===== src/cc_pkg.sv =====
// constants, field positions and enumerations of the console control
// assumes a single 100 MHz clock shared by all console logic
package cc_pkg;

    localparam int CLK_MHZ = 100;
    localparam int DB_TIME_US = 10000;
    localparam int DB_CYCLES = DB_TIME_US * CLK_MHZ;
    localparam int DB_CNT_W = 20;

    localparam int WORD_W = 24;
    localparam int NIB_W = 4;
    localparam int CW_W = 7;
    localparam int SYN_W = 3;
    localparam int CNT_W = 3;
    localparam logic [CNT_W-1:0] CW_LAST = 3'h6;
    localparam logic [CNT_W-1:0] NIB_LAST = 3'h5;

    localparam int ADDR_W = 8;
    localparam logic [ADDR_W-1:0] OFF_CTRL = 8'h00;
    localparam logic [ADDR_W-1:0] OFF_MSRC = 8'h04;
    localparam logic [ADDR_W-1:0] OFF_STAT = 8'h08;
    localparam logic [ADDR_W-1:0] OFF_TAPE = 8'h0C;
    localparam logic [ADDR_W-1:0] OFF_SWITCH = 8'h10;

    localparam int CTRL_INT_BIT = 0;
    localparam int CTRL_STATE_BIT = 3;

    localparam int MSRC_W = 2;
    localparam logic [MSRC_W-1:0] SRC_NORMAL = 2'h0;

    localparam int ST_RUN_BIT = 0;
    localparam int ST_MTR_BIT = 1;
    localparam int ST_IO_BIT = 2;
    localparam int ST_TAPE_BIT = 3;
    localparam int ST_REWIND_BIT = 4;
    localparam int ST_LEADER_BIT = 5;
    localparam int ST_UVALID_BIT = 6;
    localparam int ST_OVERRUN_BIT = 7;
    localparam int ST_CORR_BIT = 8;

    // debounced panel control vector
    localparam int BTN_INTR_OP = 0;
    localparam int BTN_INTR_DM = 1;
    localparam int BTN_CLR_OP = 2;
    localparam int BTN_CLR_DM = 3;
    localparam int BTN_START_OP = 4;
    localparam int BTN_START_DM = 5;
    localparam int BTN_HALT = 6;
    localparam int BTN_REWIND = 7;
    localparam int SW_IO = 8;
    localparam int SW_MTR = 9;
    localparam int SW_SINGLE = 10;
    localparam int SW_SRC_LO = 11;
    localparam int CTL_W = 13;

    typedef enum logic [1:0] {RS_HALT, RS_RUN, RS_STOP, RS_STEP} cc_run_t;

    // hamming(7,4): cw[0]=p1 cw[1]=p2 cw[2]=d0 cw[3]=p4 cw[4..6]=d1..d3
    function automatic logic [SYN_W-1:0] cc_syndrome(
        input logic [CW_W-1:0] cw);
        cc_syndrome = {cw[3] ^ cw[4] ^ cw[5] ^ cw[6],
                       cw[1] ^ cw[2] ^ cw[5] ^ cw[6],
                       cw[0] ^ cw[2] ^ cw[4] ^ cw[6]};
    endfunction

    function automatic logic [NIB_W-1:0] cc_fix_nibble(
        input logic [CW_W-1:0] cw);
        logic [CW_W-1:0] c;
        logic [SYN_W-1:0] s;
        c = cw;
        s = cc_syndrome(cw);
        if (s != '0)
        begin
            c[s - 3'h1] = ~c[s - 3'h1];
        end
        cc_fix_nibble = {c[6], c[5], c[4], c[2]};
    endfunction

endpackage


===== src/cc_console.sv =====
// console and cassette control: panel buttons, lamps, run/halt sequencing
// and system-mode tape word assembly, with an APB register slave
// assumes processor decode logic on ref_clk_i; panel and drive pins async
`timescale 1ns/1ps
module cc_console
    import cc_pkg::*;
#(
    parameter int DEBOUNCE_CYCLES = DB_CYCLES
)
(
    input wire logic ref_clk_i,
    input wire logic rst_n_i,
    input wire logic clk_en_i,
    input wire logic psel_i,
    input wire logic penable_i,
    input wire logic pwrite_i,
    input wire logic [ADDR_W-1:0] paddr_i,
    input wire logic [31:0] pwdata_i,
    output logic [31:0] prdata_o,
    output logic pready_o,
    output logic pslverr_o,
    input wire logic [CTL_W-1:0] panel_i,
    input wire logic [WORD_W-1:0] data_sw_i,
    output logic lamp_intr_o,
    output logic lamp_test_o,
    output logic lamp_state_o,
    output logic lamp_run_o,
    output logic lamp_mode_o,
    output logic lamp_leader_o,
    output logic [WORD_W-1:0] lamp_mex_o,
    input wire logic [WORD_W-1:0] main_exchange_bus_i,
    input wire logic micro_done_i,
    input wire logic fetch_req_i,
    input wire logic cassette_control_micro_i,
    input wire logic cassette_run_arg_i,
    input wire logic tape_word_read_i,
    output logic run_o,
    output logic load_next_o,
    output logic force_halt_o,
    output logic clear_o,
    output logic tape_to_micro_o,
    output logic fetch_stall_o,
    output logic tape_micro_execution_mode_o,
    output logic [MSRC_W-1:0] micro_src_o,
    output logic [WORD_W-1:0] tape_word_o,
    output logic tape_word_valid_o,
    output logic [WORD_W-1:0] console_data_o,
    output logic console_data_en_o,
    input wire logic tape_bit_clk_i,
    input wire logic tape_bit_i,
    input wire logic tape_leader_detected_i,
    input wire logic io_run_i,
    input wire logic io_rewind_i,
    output logic drive_owner_io_o,
    output logic drive_run_o,
    output logic drive_rewind_o
);

    typedef struct packed {
        cc_run_t run;
        logic console_interrupt_bit;
        logic state_bit;
        logic [MSRC_W-1:0] msrc;
        logic tape_run;
        logic rewind;
        logic [2:0] tclk_sync;
        logic [1:0] tbit_sync;
        logic [1:0] lead_sync;
        logic [CW_W-1:0] cw;
        logic [CNT_W-1:0] bit_cnt;
        logic [CNT_W-1:0] nib_cnt;
        logic [WORD_W-1:0] asm_word;
        logic [WORD_W-1:0] tape_word;
        logic tape_valid;
        logic overrun;
        logic corrected;
        logic [CTL_W-1:0] ctl_prev;
        logic clear_p;
        logic load_next_p;
        logic force_p;
        logic to_micro_p;
        logic [WORD_W-1:0] main_exchange_bus;
        logic [31:0] prdata;
    } cc_state_t;

    cc_state_t s_r;
    cc_state_t s_nxt;

    logic [CTL_W-1:0] ctl;
    logic [CTL_W-1:0] press;
    logic [WORD_W-1:0] data_sw;
    logic io_mode;
    logic mtr_mode;
    logic halted;
    logic intr_press;
    logic clr_press;
    logic start_press;
    logic halt_press;
    logic force_req;
    logic rewind_ok;
    logic fetch_go;
    logic word_done;
    logic apb_wr;
    logic [MSRC_W-1:0] panel_src;

    function automatic logic cc_mapped(input logic [ADDR_W-1:0] a);
        cc_mapped = (a == OFF_CTRL) || (a == OFF_MSRC) ||
                    (a == OFF_STAT) || (a == OFF_TAPE) ||
                    (a == OFF_SWITCH);
    endfunction

    cc_debounce #(
        .W(CTL_W),
        .CNT(DEBOUNCE_CYCLES)
    ) u_db_ctl (
        .ref_clk_i(ref_clk_i),
        .rst_n_i(rst_n_i),
        .clk_en_i(clk_en_i),
        .raw_i(panel_i),
        .stable_o(ctl)
    );

    cc_debounce #(
        .W(WORD_W),
        .CNT(DEBOUNCE_CYCLES)
    ) u_db_data (
        .ref_clk_i(ref_clk_i),
        .rst_n_i(rst_n_i),
        .clk_en_i(clk_en_i),
        .raw_i(data_sw_i),
        .stable_o(data_sw)
    );

    assign press = ctl & ~s_r.ctl_prev;
    assign intr_press = press[BTN_INTR_OP] | press[BTN_INTR_DM];
    assign clr_press = press[BTN_CLR_OP] | press[BTN_CLR_DM];
    assign start_press = press[BTN_START_OP] | press[BTN_START_DM];
    assign halt_press = press[BTN_HALT];
    assign force_req = (halt_press & (ctl[BTN_CLR_OP] | ctl[BTN_CLR_DM])) |
                       (clr_press & ctl[BTN_HALT]);
    assign io_mode = ctl[SW_IO];
    // submode selector only live in system mode
    assign mtr_mode = ~io_mode & ctl[SW_MTR];
    assign halted = (s_r.run == RS_HALT);
    assign panel_src = ctl[SW_SRC_LO +: MSRC_W];
    assign rewind_ok = press[BTN_REWIND] & ~io_mode & ~s_r.tape_run;
    assign fetch_go = mtr_mode & ~halted & fetch_req_i & s_r.tape_valid;
    assign apb_wr = psel_i & penable_i & pwrite_i;
    assign word_done = s_r.tape_run & s_r.tclk_sync[1] & ~s_r.tclk_sync[2] &
                       (s_r.bit_cnt == CW_LAST) & (s_r.nib_cnt == NIB_LAST);

    always_comb
    begin
        logic [CW_W-1:0] cw_new;
        logic [31:0] rd;
        logic [31:0] stat;
        logic consume;
        logic corr_set;
        cw_new = {s_r.tbit_sync[1], s_r.cw[CW_W-1:1]};
        rd = '0;
        stat = '0;
        consume = tape_word_read_i | fetch_go;
        corr_set = 1'b0;
        s_nxt = s_r;
        s_nxt.ctl_prev = ctl;
        s_nxt.tclk_sync = {s_r.tclk_sync[1:0], tape_bit_clk_i};
        s_nxt.tbit_sync = {s_r.tbit_sync[0], tape_bit_i};
        s_nxt.lead_sync = {s_r.lead_sync[0], tape_leader_detected_i};
        // exchange bus shown at all times
        s_nxt.main_exchange_bus = main_exchange_bus_i;
        s_nxt.clear_p = clr_press;
        s_nxt.load_next_p = 1'b0;
        s_nxt.force_p = force_req;
        s_nxt.to_micro_p = fetch_go;

        unique case (s_r.run)
            RS_HALT:
            begin
                if (start_press && !force_req)
                begin
                    s_nxt.run = ctl[SW_SINGLE] ? RS_STEP : RS_RUN;
                end
            end
            RS_RUN:
            begin
                if (halt_press)
                begin
                    s_nxt.run = RS_STOP;
                end
            end
            RS_STOP, RS_STEP:
            begin
                if (micro_done_i)
                begin
                    s_nxt.run = RS_HALT;
                    s_nxt.load_next_p = ~mtr_mode;
                end
            end
        endcase
        if (force_req)
        begin
            s_nxt.run = RS_HALT;
            s_nxt.load_next_p = 1'b0;
        end

        if (cassette_control_micro_i && !io_mode)
        begin
            s_nxt.tape_run = cassette_run_arg_i;
        end
        if (start_press && halted && mtr_mode)
        begin
            s_nxt.tape_run = 1'b1;
        end
        if (io_mode)
        begin
            s_nxt.tape_run = 1'b0;
        end
        if (rewind_ok)
        begin
            s_nxt.rewind = 1'b1;
        end
        else if (s_r.lead_sync[1] || io_mode)
        begin
            s_nxt.rewind = 1'b0;
        end

        if (!s_r.tape_run)
        begin
            s_nxt.bit_cnt = '0;
            s_nxt.nib_cnt = '0;
        end
        else if (s_r.tclk_sync[1] && !s_r.tclk_sync[2])
        begin
            s_nxt.cw = cw_new;
            s_nxt.bit_cnt = s_r.bit_cnt + 1'b1;
            if (s_r.bit_cnt == CW_LAST)
            begin
                s_nxt.bit_cnt = '0;
                s_nxt.asm_word = {s_r.asm_word[WORD_W-NIB_W-1:0],
                                  cc_fix_nibble(cw_new)};
                if (cc_syndrome(cw_new) != '0)
                begin
                    s_nxt.corrected = 1'b1;
                    corr_set = 1'b1;
                end
                s_nxt.nib_cnt = s_r.nib_cnt + 1'b1;
                if (s_r.nib_cnt == NIB_LAST)
                begin
                    s_nxt.nib_cnt = '0;
                end
            end
        end
        if (consume)
        begin
            s_nxt.tape_valid = 1'b0;
        end
        // new word beats the consume of the old one
        if (word_done)
        begin
            s_nxt.tape_word = {s_r.asm_word[WORD_W-NIB_W-1:0],
                               cc_fix_nibble(cw_new)};
            s_nxt.tape_valid = 1'b1;
        end
        if (word_done && s_r.tape_valid && !consume)
        begin
            s_nxt.overrun = 1'b1;
        end

        // register writes; sticky flags keep a same-cycle set
        if (apb_wr && paddr_i == OFF_CTRL)
        begin
            if (pwdata_i[CTRL_INT_BIT])
            begin
                s_nxt.console_interrupt_bit = 1'b0;
            end
            s_nxt.state_bit = pwdata_i[CTRL_STATE_BIT];
        end
        if (apb_wr && paddr_i == OFF_MSRC)
        begin
            s_nxt.msrc = pwdata_i[MSRC_W-1:0];
        end
        if (apb_wr && paddr_i == OFF_STAT)
        begin
            if (pwdata_i[ST_OVERRUN_BIT] &&
                !(word_done && s_r.tape_valid && !consume))
            begin
                s_nxt.overrun = 1'b0;
            end
            if (pwdata_i[ST_CORR_BIT] && !corr_set)
            begin
                s_nxt.corrected = 1'b0;
            end
        end
        // switch can only set the bit
        if (intr_press)
        begin
            s_nxt.console_interrupt_bit = 1'b1;
        end

        if (clr_press)
        begin
            s_nxt.tape_run = 1'b0;
            s_nxt.rewind = 1'b0;
            s_nxt.bit_cnt = '0;
            s_nxt.nib_cnt = '0;
            s_nxt.asm_word = '0;
            s_nxt.tape_valid = 1'b0;
            s_nxt.overrun = 1'b0;
            s_nxt.corrected = 1'b0;
        end

        // read data captured in setup phase, zero wait access
        stat[ST_RUN_BIT] = ~halted;
        stat[ST_MTR_BIT] = mtr_mode;
        stat[ST_IO_BIT] = io_mode;
        stat[ST_TAPE_BIT] = s_r.tape_run;
        stat[ST_REWIND_BIT] = s_r.rewind;
        stat[ST_LEADER_BIT] = s_r.lead_sync[1];
        stat[ST_UVALID_BIT] = s_r.tape_valid;
        stat[ST_OVERRUN_BIT] = s_r.overrun;
        stat[ST_CORR_BIT] = s_r.corrected;
        case (paddr_i)
            OFF_CTRL:
            begin
                rd[CTRL_INT_BIT] = s_r.console_interrupt_bit;
                rd[CTRL_STATE_BIT] = s_r.state_bit;
            end
            OFF_MSRC: rd[MSRC_W-1:0] = s_r.msrc;
            OFF_STAT: rd = stat;
            OFF_TAPE: rd[WORD_W-1:0] = s_r.tape_word;
            OFF_SWITCH: rd[WORD_W-1:0] = data_sw;
            default: rd = '0;
        endcase
        if (psel_i && !penable_i)
        begin
            s_nxt.prdata = rd;
        end
    end

    always_ff @(posedge ref_clk_i or negedge rst_n_i)
    begin
        if (!rst_n_i)
        begin
            s_r <= '0;
        end
        else if (clk_en_i)
        begin
            s_r <= s_nxt;
        end
    end

    assign prdata_o = s_r.prdata;
    assign pready_o = 1'b1;
    assign pslverr_o = psel_i & penable_i & ~cc_mapped(paddr_i);
    assign lamp_intr_o = s_r.console_interrupt_bit;
    assign lamp_test_o = s_r.console_interrupt_bit | ctl[SW_SINGLE] |
                         (panel_src != SRC_NORMAL);
    assign lamp_state_o = s_r.state_bit;
    assign lamp_run_o = ~halted;
    assign lamp_mode_o = mtr_mode;
    assign lamp_leader_o = s_r.lead_sync[1];
    assign lamp_mex_o = s_r.main_exchange_bus;
    // console actions as pseudo micro strobes
    assign run_o = ~halted;
    assign load_next_o = s_r.load_next_p;
    assign force_halt_o = s_r.force_p;
    assign clear_o = s_r.clear_p;
    assign tape_to_micro_o = s_r.to_micro_p;
    assign fetch_stall_o = mtr_mode & fetch_req_i & ~s_r.tape_valid;
    assign tape_micro_execution_mode_o = mtr_mode;
    assign micro_src_o = panel_src | s_r.msrc;
    assign tape_word_o = s_r.tape_word;
    assign tape_word_valid_o = s_r.tape_valid;
    assign console_data_o = data_sw;
    assign console_data_en_o = halted;
    assign drive_owner_io_o = io_mode;
    assign drive_run_o = io_mode ? io_run_i : s_r.tape_run;
    assign drive_rewind_o = io_mode ? io_rewind_i : s_r.rewind;
endmodule


===== src/cc_debounce.sv =====
// two-stage synchroniser and debounce filter for a vector of panel inputs
// assumes raw_i comes straight from switches, outside the clock domain
`timescale 1ns/1ps
module cc_debounce
    import cc_pkg::*;
#(
    parameter int W = 1,
    parameter int CNT = DB_CYCLES
)
(
    input wire logic ref_clk_i,
    input wire logic rst_n_i,
    input wire logic clk_en_i,
    input wire logic [W-1:0] raw_i,
    output logic [W-1:0] stable_o
);

    typedef struct packed {
        logic [W-1:0] sync1;
        logic [W-1:0] sync2;
        logic [W-1:0] stable;
        logic [DB_CNT_W-1:0] cnt;
    } cc_db_t;

    cc_db_t s_r;
    cc_db_t s_nxt;

    always_comb
    begin
        s_nxt = s_r;
        s_nxt.sync1 = raw_i;
        s_nxt.sync2 = s_r.sync1;
        // one shared counter: the vector is accepted after CNT cycles differing from stable, restarting only on a match
        if (s_r.sync2 == s_r.stable)
        begin
            s_nxt.cnt = '0;
        end
        else if (s_r.cnt == DB_CNT_W'(CNT - 1))
        begin
            s_nxt.stable = s_r.sync2;
            s_nxt.cnt = '0;
        end
        else
        begin
            s_nxt.cnt = s_r.cnt + 1'b1;
        end
    end

    always_ff @(posedge ref_clk_i or negedge rst_n_i)
    begin
        if (!rst_n_i)
        begin
            s_r <= '0;
        end
        else if (clk_en_i)
        begin
            s_r <= s_nxt;
        end
    end

    assign stable_o = s_r.stable;

endmodule


===== config.mk =====
export PLATFORM = sky130hd
export DESIGN_NAME = cc_console
export DESIGN_NICKNAME = d
export VERILOG_FILES = /design/src/cc_pkg.sv /design/src/cc_console.sv /design/src/cc_debounce.sv
export SDC_FILE = /design/constraint.sdc
export NUM_CORES = 1
export LEC_CHECK = 0
export BUFFER_PORTS_ARGS = -buffer_cell sky130_fd_sc_hd__buf_2
export CORE_AREA = 2 2 168 170
export CTS_CLUSTER_DIAMETER = 30
export DETAILED_ROUTE_END_ITERATION = 8
export DIE_AREA = 0 0 170 172
export MAX_ROUTING_LAYER = met4
export PLACE_DENSITY = 0.75
export SLEW_MARGIN = 20
export SYNTH_ARGS = -nofsm -noshare
export SYNTH_HDL_FRONTEND = slang
export SYNTH_SLANG_ARGS = --single-unit

===== constraint.sdc =====
create_clock -name ref_clk_i -period 2.5 [get_ports ref_clk_i]
set_clock_uncertainty 0.2 [all_clocks]
set_input_delay 0.5 -clock ref_clk_i [delete_from_list [all_inputs] [get_ports ref_clk_i]]
set_output_delay 0.5 -clock ref_clk_i [all_outputs]
set_load 0.01 [all_outputs]

==> out/qor.yml <==
status: "finished clean"
tightest_slew_ns: 0.624
htree_levels: 3
r2r_start: "s_r[135]"
wirelength_um: 33300
drv_cap: 0
ys_types: 70
end_kind: "flip-flop"
syn_to_final_growth_pct: 28.6
drt-initial-drc-count: 716
min_path_cells: 2
rsz0062_at_grt: "yes"
drive_above_1_share: 0.397
die_y_um: 172
setup.worst_path.start_class: "flip-flop"
slowest_stage: "dfrtp_1"
drtPass1Iterations: 5
grt_overflow: 0
hpwlAfterDp_um: 21600
slew_viol_final: 0
core_region_area_mm2: 0.0275
start_util: 0.493
synth_ff_type: "dfrtp_1"
synth_edf_count: 0
relSlewSlack: 0.584
critPathKind: "reg -> reg"
finalNetCount: 1515
drc_errors: 0
ys_ff_latch: 285
hold_violations: 0
cp.required_ns: 2.75
insertion_delay_ns: 0.55
die_area_mm2: 0.0292
rows: 61
critPathLaunch: "s_r[135]"
ant_nets: 0
hp-start: "pwdata_i[1]"
cpPeakStageDelay_ns: 0.37
cts_made_buffers: 67
ios: 243
synth_area_mm2: 0.0136
cts_buffer_depth: 3
setup_viol: 0
power.density_mw_per_mm2: 920
syn-instance-count: 1151
chipWidth_um: 170
post-route-min-period_ns: 2.44
critPathArrivalTime_ns: 2.69
cts_root_buf: "clkbuf_16"
track_usage: 0.234
wl_per_cell_um: 18.6
r2r_slack_ns: 0.06
worstHoldPathType: "in -> reg"
synth-async-reset-ratio: 1.00
cts_tree: "yes"
path_delay_family: "adder cells"
fin_setup_tns_ns: 0
critPathBufInv: 0
gp_congestion: 0.861
path_cells: "xor2_1 > xnor2_1 > ha_1 > ha_2 > ha_4 > nor2_1 > nand3_1 > xor2_2 > o21ai_1"
portBuffers: 206
grt_pass1_vias: 10100
peakVddDrop_mv: 0.709
grt_max_degree: 68
leakage_nw: 8.18
clock.fmax_mhz: 410
final-seq-area_mm2: 0.00713
period_share: 0.976
grt_pass1_wl_um: 52400
antenna_found_initial: 1
final_core_util: 0.634
postSynthAreaPerCell_um2: 11.8
r2r_end: "s_r[102]"
multi_input_area_mm2: 0.00532
ys_warn_count: 0
numClockSinks: 285
vias: 9852
path_clk_slew_ns: 0.05
finalPower_mw: 16.0
yosysSeqAreaShare: 0.526
reg2reg_depth: 9
vias_per_cell: 5.50
fillers: 2019
crit_fanout: 3
hold_end: "s_r[147]"
## power by group
part / internal (mW) / leakage [nW] / switching, mW / total [mW]
logic: 1.11 / 3.42 / 1.12 / 2.23
registers: 4.99 / 3.68 / 0.365 / 5.36
clock network: 5.80 / 1.07 / 2.66 / 8.45
## metrics by stage
stage	setup slack, ns	instance area (um2)	instances	hold WS, ns
3_5_place_dp	-0.0431	14500	1611	0.266
2_1_floorplan	0.0278	13600	1158	0.00441
6_report	0.0606	17400	1791	0.0181
4_1_cts	0.00675	17400	1788	0.00331
5_1_grt	-0.0632	17400	1791	0.00906
3_3_place_gp	0.0780	14500	1611	0.257
## worst max-delay path by stage
stage                     depth (start not counted)  slack, ns             end
after detailed placement                          8      -0.04  tape_word_o[3]
after floorplan                                   8       0.03  tape_word_o[3]
after global placement                            8       0.08  tape_word_o[3]
after CTS                                         8      0.007  tape_word_o[0]
final                                             9       0.06        s_r[102]
after global routing                             10      -0.06        s_r[101]
## worst register-to-register path: stages, from the launching register on
cell and delay [ns]:
dfrtp_1 0.37, xor2_1 0.17, xnor2_1 0.13, ha_1 0.31, ha_2 0.22, ha_4 0.26, nor2_1 0.18, nand3_1 0.15
xor2_2 0.19, o21ai_1 0.18
## synth_stat cells (all sizes together), types with 5 or more instances
cell	number	area share
mux2i	6	0.0044
dfrtp	285	0.53
or4	5	0.0030
nand3	38	0.014
or2	5	0.0023
a22o	29	0.019
o21ai	67	0.025
mux2	184	0.16
a22oi	16	0.0089
clkbuf	29	0.0080
nand2	83	0.024
xor2	12	0.0078
nor3	12	0.0056
o22ai	12	0.0055
nor2	24	0.0066
ha	5	0.0046
inv	30	0.0083
o2bb2ai	7	0.0045
a21oi	29	0.011
or3	6	0.0028
o31ai	7	0.0039
xnor2	37	0.024
nand2b	9	0.0042
and3	12	0.0055
nor4	7	0.0048
o311ai	5	0.0032
buf	128	0.072
nand4	18	0.0083
## layer usage
| layer | part of all wire | GRT usage | vias up |
|---|---|---|---|
| li1 | - | - | 4504 |
| met3 | 0.050 | 0.0529 | 74 |
| met2 | 0.50 | 0.382 | 301 |
| met1 | 0.41 | 0.279 | 4973 |
| met5 | 0 | - | - |
| met4 | 0.032 | 0.109 | 0 |
## cells in the final DEF (no fill, tap or decap), drive strengths merged, types with 18 or more instances in the layout
cell type    Yosys  final
a21oi           29     29
a22o            29     29
buf            128    266
clkbuf          29     89
dfrtp          285    285
dlygate4sd3      0     57
inv             30     33
mux2           184    184
nand2           83     83
nand3           38     38
nand4           18     18
nor2            24     24
o21ai           67     67
xnor2           37     37
## cell families (layout without fill, tap and decap cells)
family                   after synthesis  after routing  share of synthesized area
other                                  2             10                   0.000554
buffers and inverters                188            474                     0.0882
AO/OA/AOI/OAI                        194            194                     0.0935
multiplexers                         190            190                      0.163
XOR/XNOR                              49             49                     0.0317
adder cells (fa/ha/maj)                5              5                    0.00462
AND/OR/NAND/NOR                      238            238                     0.0918
flip-flops                           285            285                      0.526
## sequential cells by signal (all words and copies together) (netlist names)
name and count:
s_r 50, u_db_ctl.s_nxt 13, lamp_state_o 1, u_db_data.s_r 44
force_halt_o 1, lamp_leader_o 1, u_db_data.s_nxt 24, u_db_data.stable_o 24
lamp_mex_o 24, clear_o 1, load_next_o 1, tape_word_valid_o 1
lamp_intr_o 1, tape_to_micro_o 1, tape_word_o 24, s_nxt 4
prdata_o 24, u_db_ctl.s_r 33, u_db_ctl.stable_o 13
## layout make-up
| class | count | area share |
|---|---|---|
| timing repair buffer | 323 | 0.126 |
| sequential | 285 | 0.409 |
| tap | 346 | 0.0248 |
| antenna | 1 | 0.000144 |
| clock buffer | 89 | 0.108 |
| multi-input combinational | 685 | 0.305 |
| clock inverter | 31 | 0.0198 |
| inverter | 31 | 0.00668 |
## timing repair
item | 4_1_cts | 5_1_grt
setup buffers | 0 | 2
pin swaps | 0 | 5
resized for setup | 4 | 9
hold buffers | 57 | 0
endpoints found under the setup margin | 6 | 40
endpoints found under the hold margin | 113 | 0
Note: power is estimated with default switching activity, not from simulation.
